### src/sas_defines.svh
// Register map, field positions, reset values and cycle counts of the converter sequencer.
`ifndef SAS_DEFINES_SVH
`define SAS_DEFINES_SVH

// Byte addresses of the word-aligned registers.
`define SAS_ADDR_CTRL    8'h00
`define SAS_ADDR_RES_HI  8'h04
`define SAS_ADDR_RES_LO  8'h08
`define SAS_ADDR_AUX     8'h0c
`define SAS_ADDR_PWR     8'h10
`define SAS_ADDR_STAT    8'h14
`define SAS_ADDR_MASK    8'h18

// Field positions in the conversion control register.
`define SAS_CTRL_PWR     7
`define SAS_CTRL_SPD_HI  6
`define SAS_CTRL_SPD_LO  5
`define SAS_CTRL_DONE    4
`define SAS_CTRL_START   3
`define SAS_CTRL_CHS_HI  2

// Field positions in the auxiliary and power control registers.
`define SAS_AUX_CONV_IE  4
`define SAS_PWR_IDLE     0
`define SAS_PWR_PD       1

// Event bits of the interrupt status register.
`define SAS_EV_DONE      0
`define SAS_EV_REFUSED   1
`define SAS_EV_ABORT     2
`define SAS_NUM_EV       3

// Reset values.
`define SAS_CTRL_RST     8'h00
`define SAS_AUX_RST      8'h00
`define SAS_PWR_RST      2'h0
`define SAS_MASK_RST     3'h0

// Conversion lengths in clock cycles for each speed code.
`define SAS_CYC_SPD0     11'd1080
`define SAS_CYC_SPD1     11'd810
`define SAS_CYC_SPD2     11'd540
`define SAS_CYC_SPD3     11'd270

// Result width and the interrupt service vector.
`define SAS_RES_BITS     10
`define SAS_IRQ_VEC      8'h2b

`endif

### src/sas_pkg.sv
// Types shared by the converter sequencer modules.
`default_nettype none
package sas_pkg;
  // Phases of one conversion.
  typedef enum logic [1:0] {
    SAS_IDLE   = 2'b00,
    SAS_SAMPLE = 2'b01,
    SAS_STEP   = 2'b10,
    SAS_TAIL   = 2'b11
  } sas_eng_state_t;

  // Conversion speed code.
  typedef logic [1:0] sas_speed_t;
endpackage
`default_nettype wire

### src/sas_irq.sv
// Sticky event status with write-one-to-clear, mask and one level interrupt.
`default_nettype none
module sas_irq #(
  parameter int N = 3
) (
  input  wire logic         clk,
  input  wire logic         rst_n,
  input  wire logic [N-1:0] event_i,
  input  wire logic [N-1:0] clr_i,
  input  wire logic         mask_wr,
  input  wire logic [N-1:0] mask_i,
  output var  logic [N-1:0] status_q,
  output var  logic [N-1:0] mask_q,
  output var  logic         irq_q
);
  logic [N-1:0] status_d;
  logic [N-1:0] mask_d;
  logic         irq_d;

  // Per bit, a new event wins over a clear in the same cycle.
  for (genvar i = 0; i < N; i++) begin : g_bit
    assign status_d[i] = event_i[i] | (status_q[i] & ~clr_i[i]);
  end

  // Mask update and interrupt level from the next status.
  always_comb begin
    mask_d = mask_wr ? mask_i : mask_q;
    irq_d  = |(status_d & mask_d);
  end

  // State registers.
  always_ff @(posedge clk or negedge rst_n) begin
    if (!rst_n) begin
      status_q <= '0;
      mask_q   <= '0;
      irq_q    <= 1'b0;
    end else begin
      status_q <= status_d;
      mask_q   <= mask_d;
      irq_q    <= irq_d;
    end
  end
endmodule
`default_nettype wire

### src/sas_sar_engine.sv
// Successive-approximation step engine: sampling phase, bit trials and end of conversion.
`default_nettype none
module sas_sar_engine #(
  parameter int RES_W = 10
) (
  input  wire logic                     clk,
  input  wire logic                     rst_n,
  input  wire logic                     start,
  input  wire logic                     abort,
  input  wire logic [10:0]              total_len,
  input  wire logic                     comp_hi,
  output var  logic                     busy_q,
  output var  logic                     sampling_q,
  output var  logic [RES_W-1:0]         dac_q,
  output var  logic [RES_W-1:0]         result_q,
  output var  logic                     done_q
);
  import sas_pkg::*;

  localparam int BW = $clog2(RES_W);

  sas_eng_state_t   state_q, state_d;
  logic [10:0]      tot_q, tot_d;
  logic [10:0]      len_q, len_d;
  logic [10:0]      step_q, step_d;
  logic [BW-1:0]    bit_q, bit_d;
  logic [RES_W-1:0] dac_d, result_d, kept;
  logic             busy_d, sampling_d, done_d;
  logic [10:0]      samp_len, step_len;

  // A quarter of the length samples; the bit trials share the rest in whole steps, and the leftover cycles run in the tail.
  always_comb begin
    samp_len = len_q >> 2;
    step_len = 11'((len_q - samp_len - 11'd1) / 11'(RES_W));
  end

  // Next-state logic of the conversion sequence.
  always_comb begin
    state_d    = state_q;
    tot_d      = tot_q;
    len_d      = len_q;
    step_d     = step_q;
    bit_d      = bit_q;
    dac_d      = dac_q;
    result_d   = result_q;
    busy_d     = busy_q;
    sampling_d = sampling_q;
    done_d     = 1'b0;
    kept       = dac_q;
    if (state_q != SAS_IDLE) begin
      tot_d = tot_q + 11'd1;
    end
    case (state_q)
      SAS_IDLE: begin
        if (start) begin
          state_d    = SAS_SAMPLE;
          tot_d      = '0;
          len_d      = total_len;
          dac_d      = '0;
          busy_d     = 1'b1;
          sampling_d = 1'b1;
        end
      end
      SAS_SAMPLE: begin
        if (tot_q == samp_len - 11'd1) begin
          state_d    = SAS_STEP;
          sampling_d = 1'b0;
          step_d     = '0;
          bit_d      = BW'(RES_W - 1);
          dac_d      = RES_W'(1) << (RES_W - 1);
        end
      end
      SAS_STEP: begin
        step_d = step_q + 11'd1;
        if (step_q == step_len - 11'd1) begin
          step_d = '0;
          if (!comp_hi) begin
            kept[bit_q] = 1'b0;
          end
          if (bit_q == '0) begin
            dac_d   = kept;
            state_d = SAS_TAIL;
          end else begin
            dac_d = kept | (RES_W'(1) << (bit_q - BW'(1)));
            bit_d = bit_q - BW'(1);
          end
        end
      end
      SAS_TAIL: begin
        if (tot_q == len_q - 11'd1) begin
          state_d  = SAS_IDLE;
          result_d = dac_q;
          busy_d   = 1'b0;
          done_d   = 1'b1;
        end
      end
      default: begin
        state_d = SAS_IDLE;
      end
    endcase
    if (abort) begin
      state_d    = SAS_IDLE;
      busy_d     = 1'b0;
      sampling_d = 1'b0;
      done_d     = 1'b0;
    end
  end

  // State registers.
  always_ff @(posedge clk or negedge rst_n) begin
    if (!rst_n) begin
      state_q    <= SAS_IDLE;
      tot_q      <= '0;
      len_q      <= '0;
      step_q     <= '0;
      bit_q      <= '0;
      dac_q      <= '0;
      result_q   <= '0;
      busy_q     <= 1'b0;
      sampling_q <= 1'b0;
      done_q     <= 1'b0;
    end else begin
      state_q    <= state_d;
      tot_q      <= tot_d;
      len_q      <= len_d;
      step_q     <= step_d;
      bit_q      <= bit_d;
      dac_q      <= dac_d;
      result_q   <= result_d;
      busy_q     <= busy_d;
      sampling_q <= sampling_d;
      done_q     <= done_d;
    end
  end
endmodule
`default_nettype wire

### src/sas_top.sv
// Converter sequencer top: Wishbone registers, power gating, start control and results.
//
// Added by the designer: the register offsets and the Wishbone slave port.
`include "sas_defines.svh"
`default_nettype none

// Notes on behaviour
// - Writing a one to the start bit begins a conversion.
// - The start bit clears itself when the conversion it began has finished.
// - The done flag is set by a finished conversion and only software clears it.
// - The speed code picks 1080, 810, 540 or 270 cycles for a whole conversion.
// - About the first quarter of a conversion samples, the rest runs the bit trials.
// - The channel code routes one of eight pins, code 0 for pin 0 up to code 7 for pin 7.
// - The upper eight result bits go to the high register and the lowest two to the low register.
// - The converter interrupt uses service vector 2b hex.
// - Converter power is removed while the chip is in idle or power-down mode.
// - The power bit switches the converter off when clear and on when set.
// - Setting the idle bit stops the processor clock while peripheral clocks keep running.
module sas_top (
  input  wire logic        core_clk,
  input  wire logic        rstn,
  input  wire logic        wb_cyc_i,
  input  wire logic        wb_stb_i,
  input  wire logic        wb_we_i,
  input  wire logic [7:0]  wb_adr_i,
  input  wire logic [3:0]  wb_sel_i,
  input  wire logic [31:0] wb_dat_i,
  output var  logic [31:0] wb_dat_o,
  output var  logic        wb_ack_o,
  input  wire logic        comp_hi_in,
  input  wire logic        serial_periph_irq_enable,
  input  wire logic        wake_event,
  output var  logic [2:0]  ana_chan_sel,
  output var  logic        ana_sample,
  output var  logic [9:0]  dac_code,
  output var  logic        adc_power_en,
  output var  logic        cpu_clk_en,
  output var  logic        periph_clk_en,
  output var  logic        conv_irq_req,
  output var  logic [7:0]  conv_irq_vector,
  output var  logic        irq
);
  import sas_pkg::*;

  localparam int RES_W = `SAS_RES_BITS;
  localparam int NEV   = `SAS_NUM_EV;

  // Reset synchroniser and comparator synchroniser.
  logic [1:0]       rst_sync_q;
  logic             rst_n;
  logic             comp_meta_q;
  logic             comp_sync_q;

  // Bus slave state.
  logic             ack_q, ack_d;
  logic [31:0]      rdat_q, rdat_d;
  logic             req;
  logic             wr;
  logic             wr_ctrl;
  logic             wr_aux;
  logic             wr_pwr;
  logic             wr_stat;
  logic             wr_mask;
  logic [7:0]       wbyte;

  // Control and configuration state.
  logic             power_on_q, power_on_d;
  sas_speed_t       speed_q, speed_d;
  logic             done_flag_q, done_flag_d;
  logic             start_q, start_d;
  logic [2:0]       chs_q, chs_d;
  logic             conv_ie_q, conv_ie_d;
  logic             idle_q, idle_d;
  logic             pd_q, pd_d;
  logic [7:0]       res_hi_q, res_hi_d;
  logic [1:0]       res_lo_q, res_lo_d;
  logic             adc_pwr_q, adc_pwr_d;
  logic             cpu_en_q, cpu_en_d;
  logic             per_en_q, per_en_d;
  logic             conv_irq_q, conv_irq_d;
  logic [7:0]       vec_q;

  // Engine handshake and events.
  logic             start_pulse;
  logic             refused;
  logic             abort;
  logic [10:0]      total_len;
  logic             eng_busy;
  logic             eng_sampling;
  logic [RES_W-1:0] eng_dac;
  logic [RES_W-1:0] eng_result;
  logic             eng_done;
  logic [NEV-1:0]   events;
  logic [NEV-1:0]   stat_clr;
  logic [NEV-1:0]   stat_q;
  logic [NEV-1:0]   mask_q;
  logic             irq_q;

  // Release of the reset passes two flip-flops; the copy drives the whole block.
  // Assertion stays asynchronous; only release is timed.
  always_ff @(posedge core_clk or negedge rstn) begin
    if (!rstn) begin
      rst_sync_q <= 2'h0;
    end else begin
      rst_sync_q <= {rst_sync_q[0], 1'b1};
    end
  end
  assign rst_n = rst_sync_q[1];

  // The comparator output is asynchronous and passes two flip-flops.
  // Only the second stage feeds the bit trials.
  always_ff @(posedge core_clk or negedge rst_n) begin
    if (!rst_n) begin
      comp_meta_q <= 1'b0;
      comp_sync_q <= 1'b0;
    end else begin
      comp_meta_q <= comp_hi_in;
      comp_sync_q <= comp_meta_q;
    end
  end

  // Request decode; writes need byte lane 0, where every register sits.
  // The ack term stops a held request being taken twice.
  always_comb begin
    req     = wb_cyc_i & wb_stb_i & ~ack_q;
    wr      = req & wb_we_i & wb_sel_i[0];
    wbyte   = wb_dat_i[7:0];
    wr_ctrl = wr & (wb_adr_i == `SAS_ADDR_CTRL);
    wr_aux  = wr & (wb_adr_i == `SAS_ADDR_AUX);
    wr_pwr  = wr & (wb_adr_i == `SAS_ADDR_PWR);
    wr_stat = wr & (wb_adr_i == `SAS_ADDR_STAT);
    wr_mask = wr & (wb_adr_i == `SAS_ADDR_MASK);
  end

  // Acknowledge one cycle after the request and capture read data; unmapped reads return zero.
  always_comb begin
    ack_d  = req;
    rdat_d = rdat_q;
    if (req) begin
      rdat_d = '0;
      case (wb_adr_i)
        `SAS_ADDR_CTRL:   rdat_d[7:0] = {power_on_q, speed_q, done_flag_q, start_q, chs_q};
        `SAS_ADDR_RES_HI: rdat_d[7:0] = res_hi_q;
        `SAS_ADDR_RES_LO: rdat_d[1:0] = res_lo_q;
        `SAS_ADDR_AUX:    rdat_d[`SAS_AUX_CONV_IE] = conv_ie_q;
        `SAS_ADDR_PWR:    rdat_d[1:0] = {pd_q, idle_q};
        `SAS_ADDR_STAT:   rdat_d[NEV-1:0] = stat_q;
        `SAS_ADDR_MASK:   rdat_d[NEV-1:0] = mask_q;
        default:          rdat_d = '0;
      endcase
    end
  end

  // Bus slave registers.
  // Read data holds until the next request.
  always_ff @(posedge core_clk or negedge rst_n) begin
    if (!rst_n) begin
      ack_q  <= 1'b0;
      rdat_q <= '0;
    end else begin
      ack_q  <= ack_d;
      rdat_q <= rdat_d;
    end
  end

  // Start acceptance: only when idle, powered and outside the low-power modes.
  // A refused start still writes the other fields.
  always_comb begin
    start_pulse = wr_ctrl & wbyte[`SAS_CTRL_START] & ~start_q & ~eng_busy & wbyte[`SAS_CTRL_PWR]
                  & ~idle_q & ~pd_q;
    refused     = wr_ctrl & wbyte[`SAS_CTRL_START] & ~start_pulse;
    abort       = start_q & ~adc_pwr_d;
  end

  // Conversion length from the speed code.
  // The engine latches it at start.
  always_comb begin
    case (speed_d)
      2'h0:    total_len = `SAS_CYC_SPD0;
      2'h1:    total_len = `SAS_CYC_SPD1;
      2'h2:    total_len = `SAS_CYC_SPD2;
      2'h3:    total_len = `SAS_CYC_SPD3;
      default: total_len = `SAS_CYC_SPD0;
    endcase
  end

  // Conversion control register and the auxiliary enable.
  // A finishing conversion beats a written zero.
  always_comb begin
    power_on_d  = power_on_q;
    speed_d     = speed_q;
    chs_d       = chs_q;
    conv_ie_d   = conv_ie_q;
    done_flag_d = done_flag_q;
    if (wr_ctrl) begin
      power_on_d  = wbyte[`SAS_CTRL_PWR];
      speed_d     = wbyte[`SAS_CTRL_SPD_HI:`SAS_CTRL_SPD_LO];
      chs_d       = wbyte[`SAS_CTRL_CHS_HI:0];
      done_flag_d = wbyte[`SAS_CTRL_DONE];
    end
    if (eng_done) begin
      done_flag_d = 1'b1;
    end
    if (wr_aux) begin
      conv_ie_d = wbyte[`SAS_AUX_CONV_IE];
    end
  end

  // The start bit follows the running conversion and drops when it ends.
  // An abort drops it too, with no done flag.
  always_comb begin
    start_d = start_q;
    if (start_pulse) begin
      start_d = 1'b1;
    end else if (eng_done | abort) begin
      start_d = 1'b0;
    end
  end

  // Result registers load on completion.
  // Both halves load on the same edge.
  always_comb begin
    res_hi_d = res_hi_q;
    res_lo_d = res_lo_q;
    if (eng_done) begin
      res_hi_d = eng_result[RES_W-1:RES_W-8];
      res_lo_d = eng_result[1:0];
    end
  end

  // Power modes; a wake event ends them unless software sets the bit in the same cycle.
  // Losing power while busy aborts the conversion.
  always_comb begin
    idle_d = idle_q;
    pd_d   = pd_q;
    if (wake_event) begin
      idle_d = 1'b0;
      pd_d   = 1'b0;
    end
    if (wr_pwr) begin
      idle_d = wbyte[`SAS_PWR_IDLE] | (idle_d & ~wake_event);
      pd_d   = wbyte[`SAS_PWR_PD] | (pd_d & ~wake_event);
    end
    adc_pwr_d = power_on_d & ~idle_d & ~pd_d;
    cpu_en_d  = ~idle_d & ~pd_d;
    per_en_d  = ~pd_d;
    conv_irq_d = done_flag_d & conv_ie_d & serial_periph_irq_enable;
  end

  // Control, result and power registers.
  // Clock enables reset high so the core runs.
  always_ff @(posedge core_clk or negedge rst_n) begin
    if (!rst_n) begin
      power_on_q  <= 1'(`SAS_CTRL_RST >> `SAS_CTRL_PWR);
      speed_q     <= '0;
      chs_q       <= '0;
      done_flag_q <= 1'b0;
      start_q     <= 1'b0;
      conv_ie_q   <= 1'b0;
      idle_q      <= 1'b0;
      pd_q        <= 1'b0;
      res_hi_q    <= '0;
      res_lo_q    <= '0;
      adc_pwr_q   <= 1'b0;
      cpu_en_q    <= 1'b1;
      per_en_q    <= 1'b1;
      conv_irq_q  <= 1'b0;
      vec_q       <= `SAS_IRQ_VEC;
    end else begin
      power_on_q  <= power_on_d;
      speed_q     <= speed_d;
      chs_q       <= chs_d;
      done_flag_q <= done_flag_d;
      start_q     <= start_d;
      conv_ie_q   <= conv_ie_d;
      idle_q      <= idle_d;
      pd_q        <= pd_d;
      res_hi_q    <= res_hi_d;
      res_lo_q    <= res_lo_d;
      adc_pwr_q   <= adc_pwr_d;
      cpu_en_q    <= cpu_en_d;
      per_en_q    <= per_en_d;
      conv_irq_q  <= conv_irq_d;
      vec_q       <= `SAS_IRQ_VEC;
    end
  end

  // Bit trials against the synchronised comparator.
  sas_sar_engine #(
    .RES_W (RES_W)
  ) u_engine (
    .clk        (core_clk),
    .rst_n      (rst_n),
    .start      (start_pulse),
    .abort      (abort),
    .total_len  (total_len),
    .comp_hi    (comp_sync_q),
    .busy_q     (eng_busy),
    .sampling_q (eng_sampling),
    .dac_q      (eng_dac),
    .result_q   (eng_result),
    .done_q     (eng_done)
  );

  // Events for the sticky status register; a one written clears a bit.
  // A new event wins over a clear in one cycle.
  always_comb begin
    events                  = '0;
    events[`SAS_EV_DONE]    = eng_done;
    events[`SAS_EV_REFUSED] = refused;
    events[`SAS_EV_ABORT]   = abort;
    stat_clr                = wr_stat ? wbyte[NEV-1:0] : '0;
  end

  sas_irq #(
    .N (NEV)
  ) u_irq (
    .clk      (core_clk),
    .rst_n    (rst_n),
    .event_i  (events),
    .clr_i    (stat_clr),
    .mask_wr  (wr_mask),
    .mask_i   (wbyte[NEV-1:0]),
    .status_q (stat_q),
    .mask_q   (mask_q),
    .irq_q    (irq_q)
  );

  // Outputs come straight from flip-flops.
  assign wb_dat_o        = rdat_q;
  assign wb_ack_o        = ack_q;
  assign ana_chan_sel    = chs_q;
  assign ana_sample      = eng_sampling;
  assign dac_code        = eng_dac;
  assign adc_power_en    = adc_pwr_q;
  assign cpu_clk_en      = cpu_en_q;
  assign periph_clk_en   = per_en_q;
  assign conv_irq_req    = conv_irq_q;
  assign conv_irq_vector = vec_q;
  assign irq             = irq_q;
endmodule
`default_nettype wire

### config.mk
export PLATFORM = sky130hd
export DESIGN_NAME = sas_top
export DESIGN_NICKNAME = d
export VERILOG_FILES = /design/src/sas_pkg.sv /design/src/sas_irq.sv /design/src/sas_sar_engine.sv /design/src/sas_top.sv
export VERILOG_INCLUDE_DIRS = /design/src
export SDC_FILE = /design/constraint.sdc
export NUM_CORES = 1
export LEC_CHECK = 0
export ABC_AREA = 1
export BUFFER_PORTS_ARGS = -buffer_cell sky130_fd_sc_hd__buf_2
export CAP_MARGIN = 10
export CORE_ASPECT_RATIO = 1.4
export CORE_MARGIN = 8
export CORE_UTILIZATION = 40
export CTS_CLUSTER_SIZE = 25
export DETAILED_ROUTE_END_ITERATION = 7
export SLEW_MARGIN = 20
export SYNTH_ARGS = -nofsm -noshare
export SYNTH_HDL_FRONTEND = slang
export SYNTH_SLANG_ARGS = --single-unit
### constraint.sdc
create_clock -name core_clk -period 6.63 [get_ports core_clk]
set_clock_uncertainty 0.2 [all_clocks]
set_input_delay 0 -clock core_clk [delete_from_list [all_inputs] [get_ports core_clk]]
set_output_delay 0 -clock core_clk [all_outputs]
set_load 0.05 [all_outputs]
After elaboration in Yosys (flattened, before gate mapping)
Cells that the tools add are included.

Bits of input ports: 52. Bits in registers: 107. Word-level logic and storage cells: 194.

Bitwise logic cells: 50. Shift operators: 1. Multiplexer cells: 56. $lt $le $gt $ge: 2. Div/mod/pow operators: 1. Eq/ne operators: 24. Reduce and logical (&&, ||, !) cells: 20. Add/sub/neg operators: 8.

Operators by type and width (count): $mux W10 (7); $mux W11 (5); $pmux W11 S4 (1); $eq A11 B11 Y1 (3); $sub A11 B1 Y11 const B (3); $pmux W10 S3 (1); $and A1 B1 Y1 (27); $eq A8 B5 Y1 const B (3); $add A11 B1 Y11 const B (2); $pmux W11 S2 (1); $mux W1 (19); $eq A8 B4 Y1 const B (2); $mux W2 (7); $not A1 Y1 (13); $mux W4 (3); $ne A3 B2 Y1 const B (4); $pmux W2 S6 (1); $div A11 B4 Y11 const B (1); $sub A11 B9 Y11 (1); $and A10 B10 Y10 (1); $not A10 Y10 (1); $or A10 B10 Y10 (1); $shl A1 B4 Y10 const A (1); $sub A9 B1 Y10 const B (1); 30 further kinds (53).

Depth between registers and ports, before layout
Gate-level depths: netlist of the first run.

Word-level depth: 16. Mapped depth: 59. Gate-level depth less buffers: 57.

Cells and area by module
A second synthesis of the first run with hierarchy kept.

Cells, all modules: 1029. Area total of the unflattened synthesis: 7498.4 um^2.

By module, submodules not included: sas_sar_engine (cells an instance 749, area an instance 5158.7 um^2, sequential area each 1551.5 um^2, times used 1); sas_top (cells an instance 247, area an instance 2048.2 um^2, sequential area each 953.4 um^2, times used 1); sas_irq (cells an instance 33, area an instance 291.5 um^2, sequential area each 175.2 um^2, times used 1).

Worst setup path after synthesis of the first run
No wires, ideal clock.

Path type: flip-flop to flip-flop. From: reg u_engine.len_q[3]. To: reg u_engine.dac_q[0]. Path slack: 0.911 ns. Arrival time: 5.400 ns. Required time: 6.311 ns. Cell stages (with the launch flop): 51. Setup time: 0.119 ns. Clock period less this slack: 5.719 ns. Path buffers: 1. Path through: dfrtp_1 inv_1 ha_1 fa_1 nand2_1 nand4_1 nand2_1 xor2_2 nand3_1 nand2_2 nand2_4 nand2_1 nand2_1 inv_2 nand2_4 nand2_4 nand2_1 nand2_1 (+15 left out) ha_1 inv_1 nor3_2 nand2_1 or2_0 nand2_1 nand3_1 nor2_1 nand2_1 nor2_1 nand2_1 inv_2 nand3_4 nand2_4 nand2_2 buf_6 nand2_2 o21ai_2.

Word-level cells in the longest chain between the ends: 7. Elaborated cells on any way between the ends: 10. Classes of those cells: add/sub: 4; div: 1; eq/ne: 4; reduce/logical: 1.

RTL lines: from (decl) (RTL line sas_sar_engine.sv:24) `logic [10:0] len_q, len_d;`; from (signal assigned) (RTL line sas_sar_engine.sv:125) `len_q <= len_d;`; $sub A11 B9 Y11 (RTL line sas_sar_engine.sv:34) `step_len = 11'((len_q - samp_len - 11'd1) / 11'(RES_W));`; $sub A11 B1 Y11 (RTL line sas_sar_engine.sv:34); $div A11 B4 Y11 (RTL line sas_sar_engine.sv:34); $sub A11 B1 Y11 (RTL line sas_sar_engine.sv:75) `if (step_q == step_len - 11'd1) begin`; $eq A11 B11 Y1 (RTL line sas_sar_engine.sv:75); $ne A2 B1 Y1 (no source line); $reduce_and A4 Y1 (no source line) (*); to (signal assigned) (RTL line sas_sar_engine.sv:117) `dac_q <= '0;`; to (signal assigned) (RTL line sas_sar_engine.sv:128) `dac_q <= dac_d;`; to (decl) (RTL line sas_sar_engine.sv:14) `output var logic [RES_W-1:0] dac_q,`.

Mark *: on every way between the ends. The rest lies on a longest branch, timed or not. A chain may end at the register's enable or synchronous reset.

Final worst setup path of the first run
From: reg u_engine.len_q[3]. To: reg u_engine.step_q[2].

Word-level cells in the longest chain between the ends: 7. Elaborated cells on any way between the ends: 11. Classes of those cells: add/sub: 4; div: 1; eq/ne: 3; mux: 2; reduce/logical: 1.

RTL lines: $sub A11 B9 Y11 (RTL line sas_sar_engine.sv:34); $sub A11 B1 Y11 (RTL line sas_sar_engine.sv:34); $div A11 B4 Y11 (RTL line sas_sar_engine.sv:34); $sub A11 B1 Y11 (RTL line sas_sar_engine.sv:75); $eq A11 B11 Y1 (RTL line sas_sar_engine.sv:75); $mux W11 (RTL line sas_sar_engine.sv:75); $pmux W11 S2 (RTL line sas_sar_engine.sv:53) `case (state_q)`; to (signal assigned) (RTL line sas_sar_engine.sv:126) `step_q <= step_d;`; to (decl) (RTL line sas_sar_engine.sv:25) `logic [10:0] step_q, step_d;`.

Parallel ways exist; a longest one is shown, timed or not.

==> summary.txt, run 1 <==
Status
  • Status: completed

Worst setup path
  • Worst reg2reg path endpoint: u_engine.step_q[2]
  • Reg-to-reg setup timing slack: 0.60 ns
  • Critical-path top delay cell: dfrtp_1
  • CP peak stage delay: 0.36 ns
  • FF-to-FF path depth: 55
  • Critical Path Fanout Max: 9
  • Startpoint types: flip-flop
  • Arrival time at the worst endpoint: ~6 ns
  • CP bufs+invs: 12
  • Crit-path most repeated cell: nand2_1
  • WP data required: ~6.7 ns
  • Top delay family on crit path: simple AND/OR/NAND/NOR gates
  • Reg-to-reg startpoint: u_engine.len_q[3]
  • Launch point of the worst path: u_engine.len_q[3]
  • Crit end category: flip-flop
  • Worst setup path class: flip-flop to flip-flop

Synth
  • Main combinational cell family by area after synthesis: simple AND/OR/NAND/NOR gates
  • Post-synthesis adder-cell area fraction: 0.0416
  • Synth Warn #: 0
  • Post-Synth Simple-Gate Area: 0.287
  • Synth cell types: 53
  • Synth Flop Type: dfrtp_1
  • Xor and xnor area share after synthesis: 0.0500
  • Area fraction in compound gates after synthesis: 0.107
  • Post-synth EDFFs: 0
  • Synth Cell Area: 0.00680 mm2
  • Mux share of post-synthesis cell area: 0.0186
  • Synth Area per Inst: about 7.7 um2
  • Seq/Total Area, Yosys: 0.379
  • Post-synth ARST share: 1.00
  • Synthesized netlist cell count: between 800 and 900
  • Yosys reg bits: about 100

Power and ir drop
  • Net switching power: between 800 and 900 uW
  • Net Sw Frac: 0.408
  • Reg power frac: 0.365
  • Pwr/cell area: between 200 and 300 mW/mm2
  • Static leakage: 0.00396 uW
  • Peak VDD IR: roughly 160 uV
  • Internal power: 1260 uW
  • Combinational power share: 0.367
  • Clock Power Share: 0.269

Floorplanning
  • Die Ht: between 150 and 200 um
  • DIE WIDTH: 126 um
  • Die area: approximately 0.021 mm2
  • FP Rows: 56
  • Core Region: about 0.017 mm2
  • Initial Util: 0.408
  • Io pins: 112

Global route
  • Global-route wire length before repair: approximately 26000 um
  • Initial antenna violation count: 0
  • Via count of the first global-routing pass: 5624
  • Remaining Overflow, GRT: 0
  • Largest net degree at the start of global routing: a little under 80
  • Total track usage: 0.148

Clock network
  • TritonCTS clock tree: yes
  • Htree depth: 3
  • Latest clock arrival within the worst-skew pair: roughly 0.35 ns
  • Maximum clock path buffer count: 2
  • TritonCTS Sinks: slightly above 100
  • Clk pin slew, worst setup/hold paths: 0.07 ns
  • TritonCTS Buffers: 9
  • Clock Tree Root: clkbuf_16

Placement
  • Placed Cells: about 1100
  • Post-Place Worst Slack: roughly 0.13 ns
  • # port buffers: 52
  • DP Area: just over 0.007 mm2
  • Placer congestion estimate: around 0.85
  • DP HPWL: 11800 um

Detailed routing
  • DRT met1 WL: ~6600 um
  • Total length of routed met3 wires: 713 um
  • Initial drt markers: 370
  • WL met2: 7710 um
  • First-pass detailed-route iteration total: 4
  • Vias per cell: 4.83
  • Top sig layer: met4
  • Via count: about 5700
  • WL final: between 15000 and 20000 um
  • Routed WL per cell: between 10 and 15 um
  • Drt drc: 0
  • DRT antenna net count: 0

Job
  • Maxcap violations: 0

STA
  • Min cycle time layout: slightly above 6 ns
  • Setup-failing EPs final: 0
  • Fmax: roughly 0.17 GHz
  • Worst setup margin: between 0.5 and 0.6 ns
  • Slew of the pin with the lowest slew margin: around 0.74 ns
  • Fin Setup TNS: 0 ns
  • Final Max Slew Viols: 0
  • Final Cycle Share: 0.910
  • Worst slew margin: 0.502
  • Final hold violations: 0

Worst hold path
  • Hold path startpoint: wb_adr_i[6]
  • Worst hold path class: input port to flip-flop
  • Hold path cells: 8
  • Hold Path Sink: wb_dat_o[6]

Final layout
  • Most frequent cells in the layout: 205 x nand2_1, 109 x inv_1, 100 x dfrtp_1
  • Post-route insts no fill: approximately 1200
  • Ant diodes: 0
  • Post-route cell area: a little under 0.008 mm2
  • Syn-to-layout area delta: 16.6%
  • Layout Nets: between 1000 and 1500
  • Reg area: roughly 0.0026 mm2
  • Area of the multi-input gates: 0.00363 mm2
  • Final Util: 0.475
  • Layout cells sized above 1: 0.195
  • Commonest non-fill, non-tap cell in the layout: nand2_1
  • Fill count: approximately 1700
[cell usage after synthesis (all sizes together), types with 2 or more instances]
master	instances	share of area
xnor2	6	0.0077
o21bai	2	0.0022
nor4	6	0.0055
o31ai	5	0.0055
nand2	244	0.15
nor3	13	0.010
conb	2	0.0011
a211oi	3	0.0033
nor2	72	0.042
dfrtp	101	0.37
a21oi	24	0.021
nand4	16	0.015
buf	39	0.044
clkbuf	6	0.0033
dfstp	2	0.0077
mux2	10	0.017
a221oi	4	0.0052
o22ai	7	0.0064
nand3	57	0.049
or2	5	0.0046
o21ai	68	0.056
ha	21	0.039
nand3b	2	0.0022
clkinv	2	0.0011
xor2	32	0.042
inv	121	0.067
nor3b	3	0.0033
[worst max path at each step]
stage	to	slack (ns)	depth (start not counted)
floorplan	u_engine.dac_q[0]	0.91	50
global placement	u_engine.bit_q[2]	0.21	50
detailed placement	u_engine.bit_q[0]	0.13	51
CTS	u_engine.bit_q[2]	0.11	51
global route	u_engine.state_q[0]	-0.02	54
finish	u_engine.step_q[2]	0.60	55
[layer usage]
metal,vias to the layer above,global-route usage
met1,2612,0.166
met5,-,0
li1,2961,-
met2,102,0.269
met3,26,0.0316
met4,0,0.0588
[registers in the layout, summed over array words and instances (netlist names), 4 cells and up]
register,cells
u_engine.step_q,11
u_engine.tot_q,11
u_engine.dac_q,10
u_engine.result_q,10
res_hi_q,8
wb_dat_o,8
u_engine.len_q,7
u_engine.bit_q,4
[stage by stage]
step | hold slack (ns) | total power [uW]
6_report | 0.0304 | 2140
5_1_grt | 0.0811 | 2290
4_1_cts | 0.0204 | 2140
3_5_place_dp | -0.413 | 1550
3_3_place_gp | -0.413 | 1540
2_1_floorplan | -0.496 | 1390
[timing repair]
item | CTS | global route
endpoints found under the setup margin | 0 | 27
endpoints found under the hold margin | 35 | 0
hold buffers | 25 | 0
setup buffers | 0 | 5
resized for setup | 0 | 17
[tightest hold or removal path, stage by stage]
cell	delay, ns
buf_2	0.07
nor2_1	0.04
inv_1	0.04
nor3_1	0.05
inv_1	0.07
nor2_1	0.12
nand2_1	0.09
a21oi_1	0.06
[power groups by stage]
stage                     logic (uW)  clock network [uW]  registers [uW]
after floorplan                  560                   0             826
after global placement           750                   0             791
after detailed placement         759                   0             789
after CTS                        770                 589             779
after global routing             880                 617             791
final                            783                 574             779
[layout make-up]
type                       count  share of cell area
clock buffer                  10              0.0301
clock inverter                 6              0.0107
inverter                     123              0.0582
multi-input combinational    642               0.458
sequential                   103               0.326
tap                          203              0.0320
timing repair buffer          94              0.0851
[cell families (layout without fill, tap and decap cells)]
kind of cell / after synthesis / count (layout)
AND/OR/NAND/NOR: 419 / 419
buffers and inverters: 168 / 233
AO/OA/AOI/OAI: 119 / 119
flip-flops: 103 / 103
XOR/XNOR: 38 / 38
adder cells (fa/ha/maj): 22 / 22
multiplexers: 11 / 11
other: 2 / 33
Power figures use the tool's default switching activity.
==> run 2, diff against run 1 <==
Settings changed: CTS_BUF_LIST set to sky130_fd_sc_hd__clkbuf_4 sky130_fd_sc_hd__clkbuf_8, SKIP_LAST_GASP set to 1.
==> run 2 against run 1 <==
Combinational power increased by 0.5%. Critical path depth unchanged. Critical path type unchanged. Sequential power about the same. Worst hold slack improved by 0.0060 ns. Routed wire length decreased by 0.15%. Clock-buffer cell count unchanged. Non-clock buffer count increased by 3. Cell area decreased by 0.93%. Sequential share of layout area increased by 0.31 points. Flip-flop and latch count unchanged. Highest routed layer unchanged.
==> summary.txt, run 2 (synthesized netlist as in run 1, its figures left out) <==
Global route
  • Largest net degree at the start of global routing: 77 (unchanged)
  • Remaining Overflow, GRT: 0 (unchanged)
  • Via count of the first global-routing pass: 5630 (was 5624)
  • Total track usage: 0.148 (about the same)
  • Global-route wire length before repair: 26200 um (was 26300 um)
  • Initial antenna violation count: 0 (unchanged)

Placement
  • DP Area: 0.00721 mm2 (unchanged)
  • # port buffers: 52 (unchanged)
  • Placer congestion estimate: 0.852 (unchanged)
  • Post-Place Worst Slack: 0.129 ns (unchanged)
  • DP HPWL: 11800 um (unchanged)
  • Placed Cells: 1134 (unchanged)

Floorplanning
  • FP Rows: 56 (unchanged)
  • Die area: 0.0215 mm2 (unchanged)
  • Core Region: 0.0167 mm2 (unchanged)
  • Io pins: 112 (unchanged)
  • Initial Util: 0.408 (unchanged)
  • DIE WIDTH: 126 um (unchanged)
  • Die Ht: 170 um (unchanged)

Final layout
  • Syn-to-layout area delta: 15.5% (was 16.6%)
  • Post-route cell area: 0.00785 mm2 (was 0.00793 mm2)
  • Most frequent cells in the layout: 205 x nand2_1, 109 x inv_1, 100 x dfrtp_1 (unchanged)
  • Ant diodes: 0 (unchanged)
  • Reg area: 0.00258 mm2 (unchanged)
  • Layout cells sized above 1: 0.196 (was 0.195)
  • Post-route insts no fill: 1184 (was 1181)
  • Final Util: 0.471 (was 0.475)
  • Biggest regs: u_engine.step_q: 11 flops, u_engine.tot_q: 11 flops (unchanged)
  • Fill count: 1671 (was 1658)
  • Layout Nets: 1050 (was 1047)
  • Commonest non-fill, non-tap cell in the layout: nand2_1 (unchanged)
  • Area of the multi-input gates: 0.00363 mm2 (unchanged)

Worst hold path
  • Worst hold path class: flip-flop to async pin (was input port to flip-flop)

Power and ir drop
  • Peak VDD IR: 156 uV (was 158 uV)
  • Pwr/cell area: 255 mW/mm2 (was 269 mW/mm2)
  • Static leakage: 0.00393 uW (was 0.00396 uW)
  • Power, Total: 2010 uW (was 2140 uW)

STA
  • Min cycle time layout: 6.05 ns (was 6.03 ns)
  • Final Cycle Share: 0.912 (was 0.910)
  • Slew of the pin with the lowest slew margin: 0.724 ns (was 0.744 ns)
  • Final hold violations: 0 (unchanged)
  • Worst setup margin: 0.582 ns (was 0.599 ns)
  • Fmax: 0.165 GHz (was 0.166 GHz)
  • Final Max Slew Viols: 0 (unchanged)
  • Worst slew margin: 0.516 (was 0.502)
  • Setup-failing EPs final: 0 (unchanged)

Detailed routing
  • Vias per cell: 4.82 (was 4.83)
  • First-pass detailed-route iteration total: 4 (unchanged)
  • Initial drt markers: 359 (was 370)
  • Routed WL per cell: 13.0 um (about the same)
  • Drt drc: 0 (unchanged)
  • DRT antenna net count: 0 (unchanged)
  • Via count: 5707 (was 5701)
  • WL final: 15300 um (was 15400 um)

Worst setup path
  • Critical Path Fanout Max: 9 (unchanged)
  • Critical-path top delay cell: dfrtp_1 (unchanged)
  • CP bufs+invs: 12 (unchanged)
  • CP peak stage delay: 0.37 ns (was 0.36 ns)
  • WP data required: 6.70 ns (was 6.67 ns)
  • Worst setup path class: flip-flop to flip-flop (unchanged)
  • Arrival time at the worst endpoint: 6.12 ns (was 6.07 ns)
  • Crit end category: flip-flop (unchanged)
  • Crit-path most repeated cell: nand2_1 (unchanged)
  • Startpoint types: flip-flop (unchanged)
  • Top delay family on crit path: simple AND/OR/NAND/NOR gates (unchanged)

Clock network
  • Clock Tree Root: clkbuf_8 (was clkbuf_16)
  • Htree depth: 3 (unchanged)
  • TritonCTS Buffers: 9 (unchanged)
  • TritonCTS clock tree: yes (unchanged)
  • Clk pin slew, worst setup/hold paths: 0.11 ns (was 0.07 ns)
  • TritonCTS Sinks: 103 (unchanged)
  • Latest clock arrival within the worst-skew pair: 0.38 ns (was 0.35 ns)
  • Maximum clock path buffer count: 2 (unchanged)

Job
  • Maxcap violations: 0 (unchanged)

Status
  • Status: completed (unchanged)
-- run 2: metal layers --
metal	wire, um	up-vias	part of all wire	global-route usage
met5	0	-	0	0
met4	367	0	0.024	0.0656
met3	691	22	0.045	0.0269
met2	7700	111	0.50	0.269
met1	6580	2612	0.43	0.165
li1	-	2962	-	-
-- run 2: metrics by stage --
stage	hold WS (ns)	TNS [ns]
floorplan	-0.496	0
global placement	-0.413	0
detailed placement	-0.413	0
CTS	0.0197	0
global route	0.0554	-0.0276
finish	0.0365	0
-- run 2: area by class of cell --
class	instances	area share
multi-input combinational	642	0.462
tap	203	0.0323
timing repair buffer	97	0.0894
clock buffer	10	0.0175
inverter	123	0.0588
sequential	103	0.329
clock inverter	6	0.0108
-- run 2: where the power goes --
part / internal (uW) / total (uW) / leakage (uW) / switching, uW
combinational: 257 / 787 / 0.00251 / 530
clock: 195 / 440 / 0.000110 / 245
sequential: 697 / 779 / 0.00131 / 82.3
-- run 2: worst paths after layout --
path                                        start              endpoint  slack [ns]  cells past startpoint
worst min-delay path                rst_sync_q[1]  u_engine.result_q[4]        0.04                      0
worst min register to register      rst_sync_q[1]  u_engine.result_q[4]        0.04                      0
worst max-delay path            u_engine.len_q[3]    u_engine.step_q[2]        0.58                     55
max in group asynchronous           rst_sync_q[1]   u_engine.state_q[1]        5.20                      2
min in group core_clk                 wb_adr_i[0]           wb_dat_o[6]        0.04                      8
worst max register to register  u_engine.len_q[3]    u_engine.step_q[2]        0.58                     55
-- run 2: timing repair --
action,4_1_cts,5_1_grt
endpoints found under the hold margin,37,0
buffers inserted,0,6
hold buffers,27,0
resized for setup,0,17
setup endpoints to repair,0,27
==> run 3, diff against run 2 <==
Settings changed: SKIP_CTS_REPAIR_TIMING set to 1.
Clock period 6.63 ns to 5.15 ns, I/O delays scaled along.
==> run 3 against run 2 <==
The run now ends with hold timing, capacitance limit, setup timing left. Worst hold slack got worse by 0.11 ns. Fmax rose by 5.7%. Core utilization increased by 2.9 points. Cell area is 6.2% higher. Sequential power grew 30%. Combinational power is 40% higher. Largest power group unchanged.
==> summary.txt, run 3 (synthesized netlist as in run 1, its figures left out) <==
Detailed routing
  • Vias per cell: 4.84 (was 4.82)
  • DRT antenna net count: 0 (unchanged)
  • Drt drc: 0 (unchanged)
  • Via count: 5947 (was 5707)
  • WL final: 16500 um (was 15300 um)
  • First-pass detailed-route iteration total: 4 (unchanged)
  • Initial drt markers: 357 (was 359)
  • Routed WL per cell: 13.4 um (was 13.0 um)

STA
  • Fmax: 0.175 GHz (was 0.165 GHz)
  • Final Cycle Share: 1.11 (was 0.912)
  • Final Max Slew Viols: 0 (unchanged)
  • Worst slew margin: 0.00272 (was 0.516)
  • Hold slack final: -0.0722 ns (was 0.0365 ns)
  • Min cycle time layout: 5.72 ns (was 6.05 ns)
  • Slew of the pin with the lowest slew margin: 1.49 ns (was 0.724 ns)
  • Unrepaired setup endpoints after global routing: yes
  • Final hold violations: 6 (was 0)
  • Worst setup margin: -0.575 ns (was 0.582 ns)
  • Setup-failing EPs final: 27 (was 0)

Global route
  • Remaining Overflow, GRT: 0 (unchanged)
  • Largest net degree at the start of global routing: 68 (was 77)
  • Via count of the first global-routing pass: 5730 (was 5630)
  • Global-route wire length before repair: 26600 um (was 26200 um)
  • Initial antenna violation count: 0 (unchanged)
  • Total track usage: 0.150 (was 0.148)

Worst setup path
  • Startpoint types: flip-flop (unchanged)
  • WP data required: 5.27 ns (was 6.70 ns)
  • CP peak stage delay: 0.43 ns (was 0.37 ns)
  • Arrival time at the worst endpoint: 5.85 ns (was 6.12 ns)
  • Critical-path top delay cell: dfrtp_2 (was dfrtp_1)
  • Crit end category: flip-flop (unchanged)
  • Critical Path Fanout Max: 7 (was 9)
  • Worst setup path class: flip-flop to flip-flop (unchanged)
  • Crit-path most repeated cell: nand2_2 (was nand2_1)

Clock network
  • TritonCTS Sinks: 103 (unchanged)
  • Clock Tree Root: clkbuf_8 (unchanged)
  • Maximum clock path buffer count: 2 (unchanged)
  • Clk pin slew, worst setup/hold paths: 0.11 ns (about the same)
  • TritonCTS Buffers: 9 (unchanged)
  • TritonCTS clock tree: yes (unchanged)
  • Latest clock arrival within the worst-skew pair: 0.40 ns (was 0.38 ns)
  • Htree depth: 3 (unchanged)

Floorplanning
  • Initial Util: 0.408 (unchanged)
  • Io pins: 112 (unchanged)
  • Die area: 0.0215 mm2 (unchanged)
  • Die Ht: 170 um (unchanged)
  • FP Rows: 56 (unchanged)
  • Core Region: 0.0167 mm2 (unchanged)
  • DIE WIDTH: 126 um (unchanged)

Worst hold path
  • Worst hold path class: input port to flip-flop (was flip-flop to async pin)

Power and ir drop
  • Static leakage: 0.00418 uW (was 0.00393 uW)
  • Power, Total: 2640 uW (was 2010 uW)
  • Peak VDD IR: 172 uV (was 156 uV)
  • Pwr/cell area: 317 mW/mm2 (was 255 mW/mm2)

Final layout
  • Post-route cell area: 0.00834 mm2 (was 0.00785 mm2)
  • Layout Nets: 1095 (was 1050)
  • Final Util: 0.500 (was 0.471)
  • Commonest non-fill, non-tap cell in the layout: nand2_1 (unchanged)
  • Post-route insts no fill: 1229 (was 1184)
  • Most frequent cells in the layout: 190 x nand2_1, 105 x inv_1, 99 x dfrtp_1 (was 205 x nand2_1, 109 x inv_1, 100 x dfrtp_1)
  • Layout cells sized above 1: 0.262 (was 0.196)
  • Syn-to-layout area delta: 22.7% (was 15.5%)
  • Ant diodes: 0 (unchanged)
  • Biggest regs: u_engine.step_q: 11 flops, u_engine.tot_q: 11 flops (unchanged)

Placement
  • DP HPWL: 12400 um (was 11800 um)
  • # port buffers: 52 (unchanged)
  • Placed Cells: 1177 (was 1134)
  • Placer congestion estimate: 0.878 (was 0.852)
  • DP Area: 0.00756 mm2 (was 0.00721 mm2)

Status
  • Failing checks: hold timing, capacitance limit, setup timing
  • Status: complete, but fails checks (was completed)

Job
  • Maxcap violations: 1 (was 0)
[run 3: cell count changes in the layout (fill, tap and decap cells not counted), sizes merged]
cell	delta
dlygate4sd3	-3
clkinv	+1
inv	+1
clkbuf	-1
nand2	+3
buf	+45
bufinv	-1
[run 3: per-stage QoR]
stage / setup slack, ns / TNS, ns
final: -0.575 / -13.64
after global routing: -1.04 / -26.18
after CTS: -0.710 / -17.08
after detailed placement: -0.662 / -15.72
after global placement: -0.543 / -12.87
after floorplan: -0.421 / -9.73
[run 3: area by class of cell]
type,count,area [um2]
clock buffers,9,124
flip-flops and latches,103,2580
well taps,203,254
multi-input cells,645,3850
inverters,123,464
clock inverters,7,82.6
repair buffers,139,985
fillers,1631,8330
[run 3: layer usage]
layer	vias up	track usage	part of all wire	routed length, um
li1	3053	-	-	-
met1	2736	0.164	0.41	6730
met2	124	0.274	0.52	8610
met3	34	0.0345	0.042	693
met4	0	0.0609	0.027	447
met5	-	0	0	0
[run 3: worst paths after layout]
kind	start	to	slack, ns	cells past startpoint
worst max-delay path	u_engine.len_q[3]	u_engine.dac_q[7]	-0.57	52
worst min-delay path	wb_adr_i[3]	wb_dat_o[6]	-0.07	6
worst max register to register	u_engine.len_q[3]	u_engine.dac_q[7]	-0.57	52
worst min register to register	comp_meta_q	comp_sync_q	0.17	0
max in group asynchronous	rst_sync_q[1]	periph_clk_en	3.44	1
min in group asynchronous	rstn	rst_sync_q[1]	0.23	3
[run 3: power by group]
part           total (uW)  internal [uW]  leakage (uW)  switching [uW]
sequential           1010            897       0.00131             113
clock                 535            196      0.000101             339
combinational        1100            367       0.00277             731
total                2640           1460       0.00418            1180
[run 3: critical path: cells and delay by family (launching register included)]
kind            cells  cell delay (ns)
simple gates       38             3.22
xor+xnor            1             0.20
flops               1             0.43
compound gates      2             0.37
buf+inv             8             0.56
fa+ha+maj           3             0.66
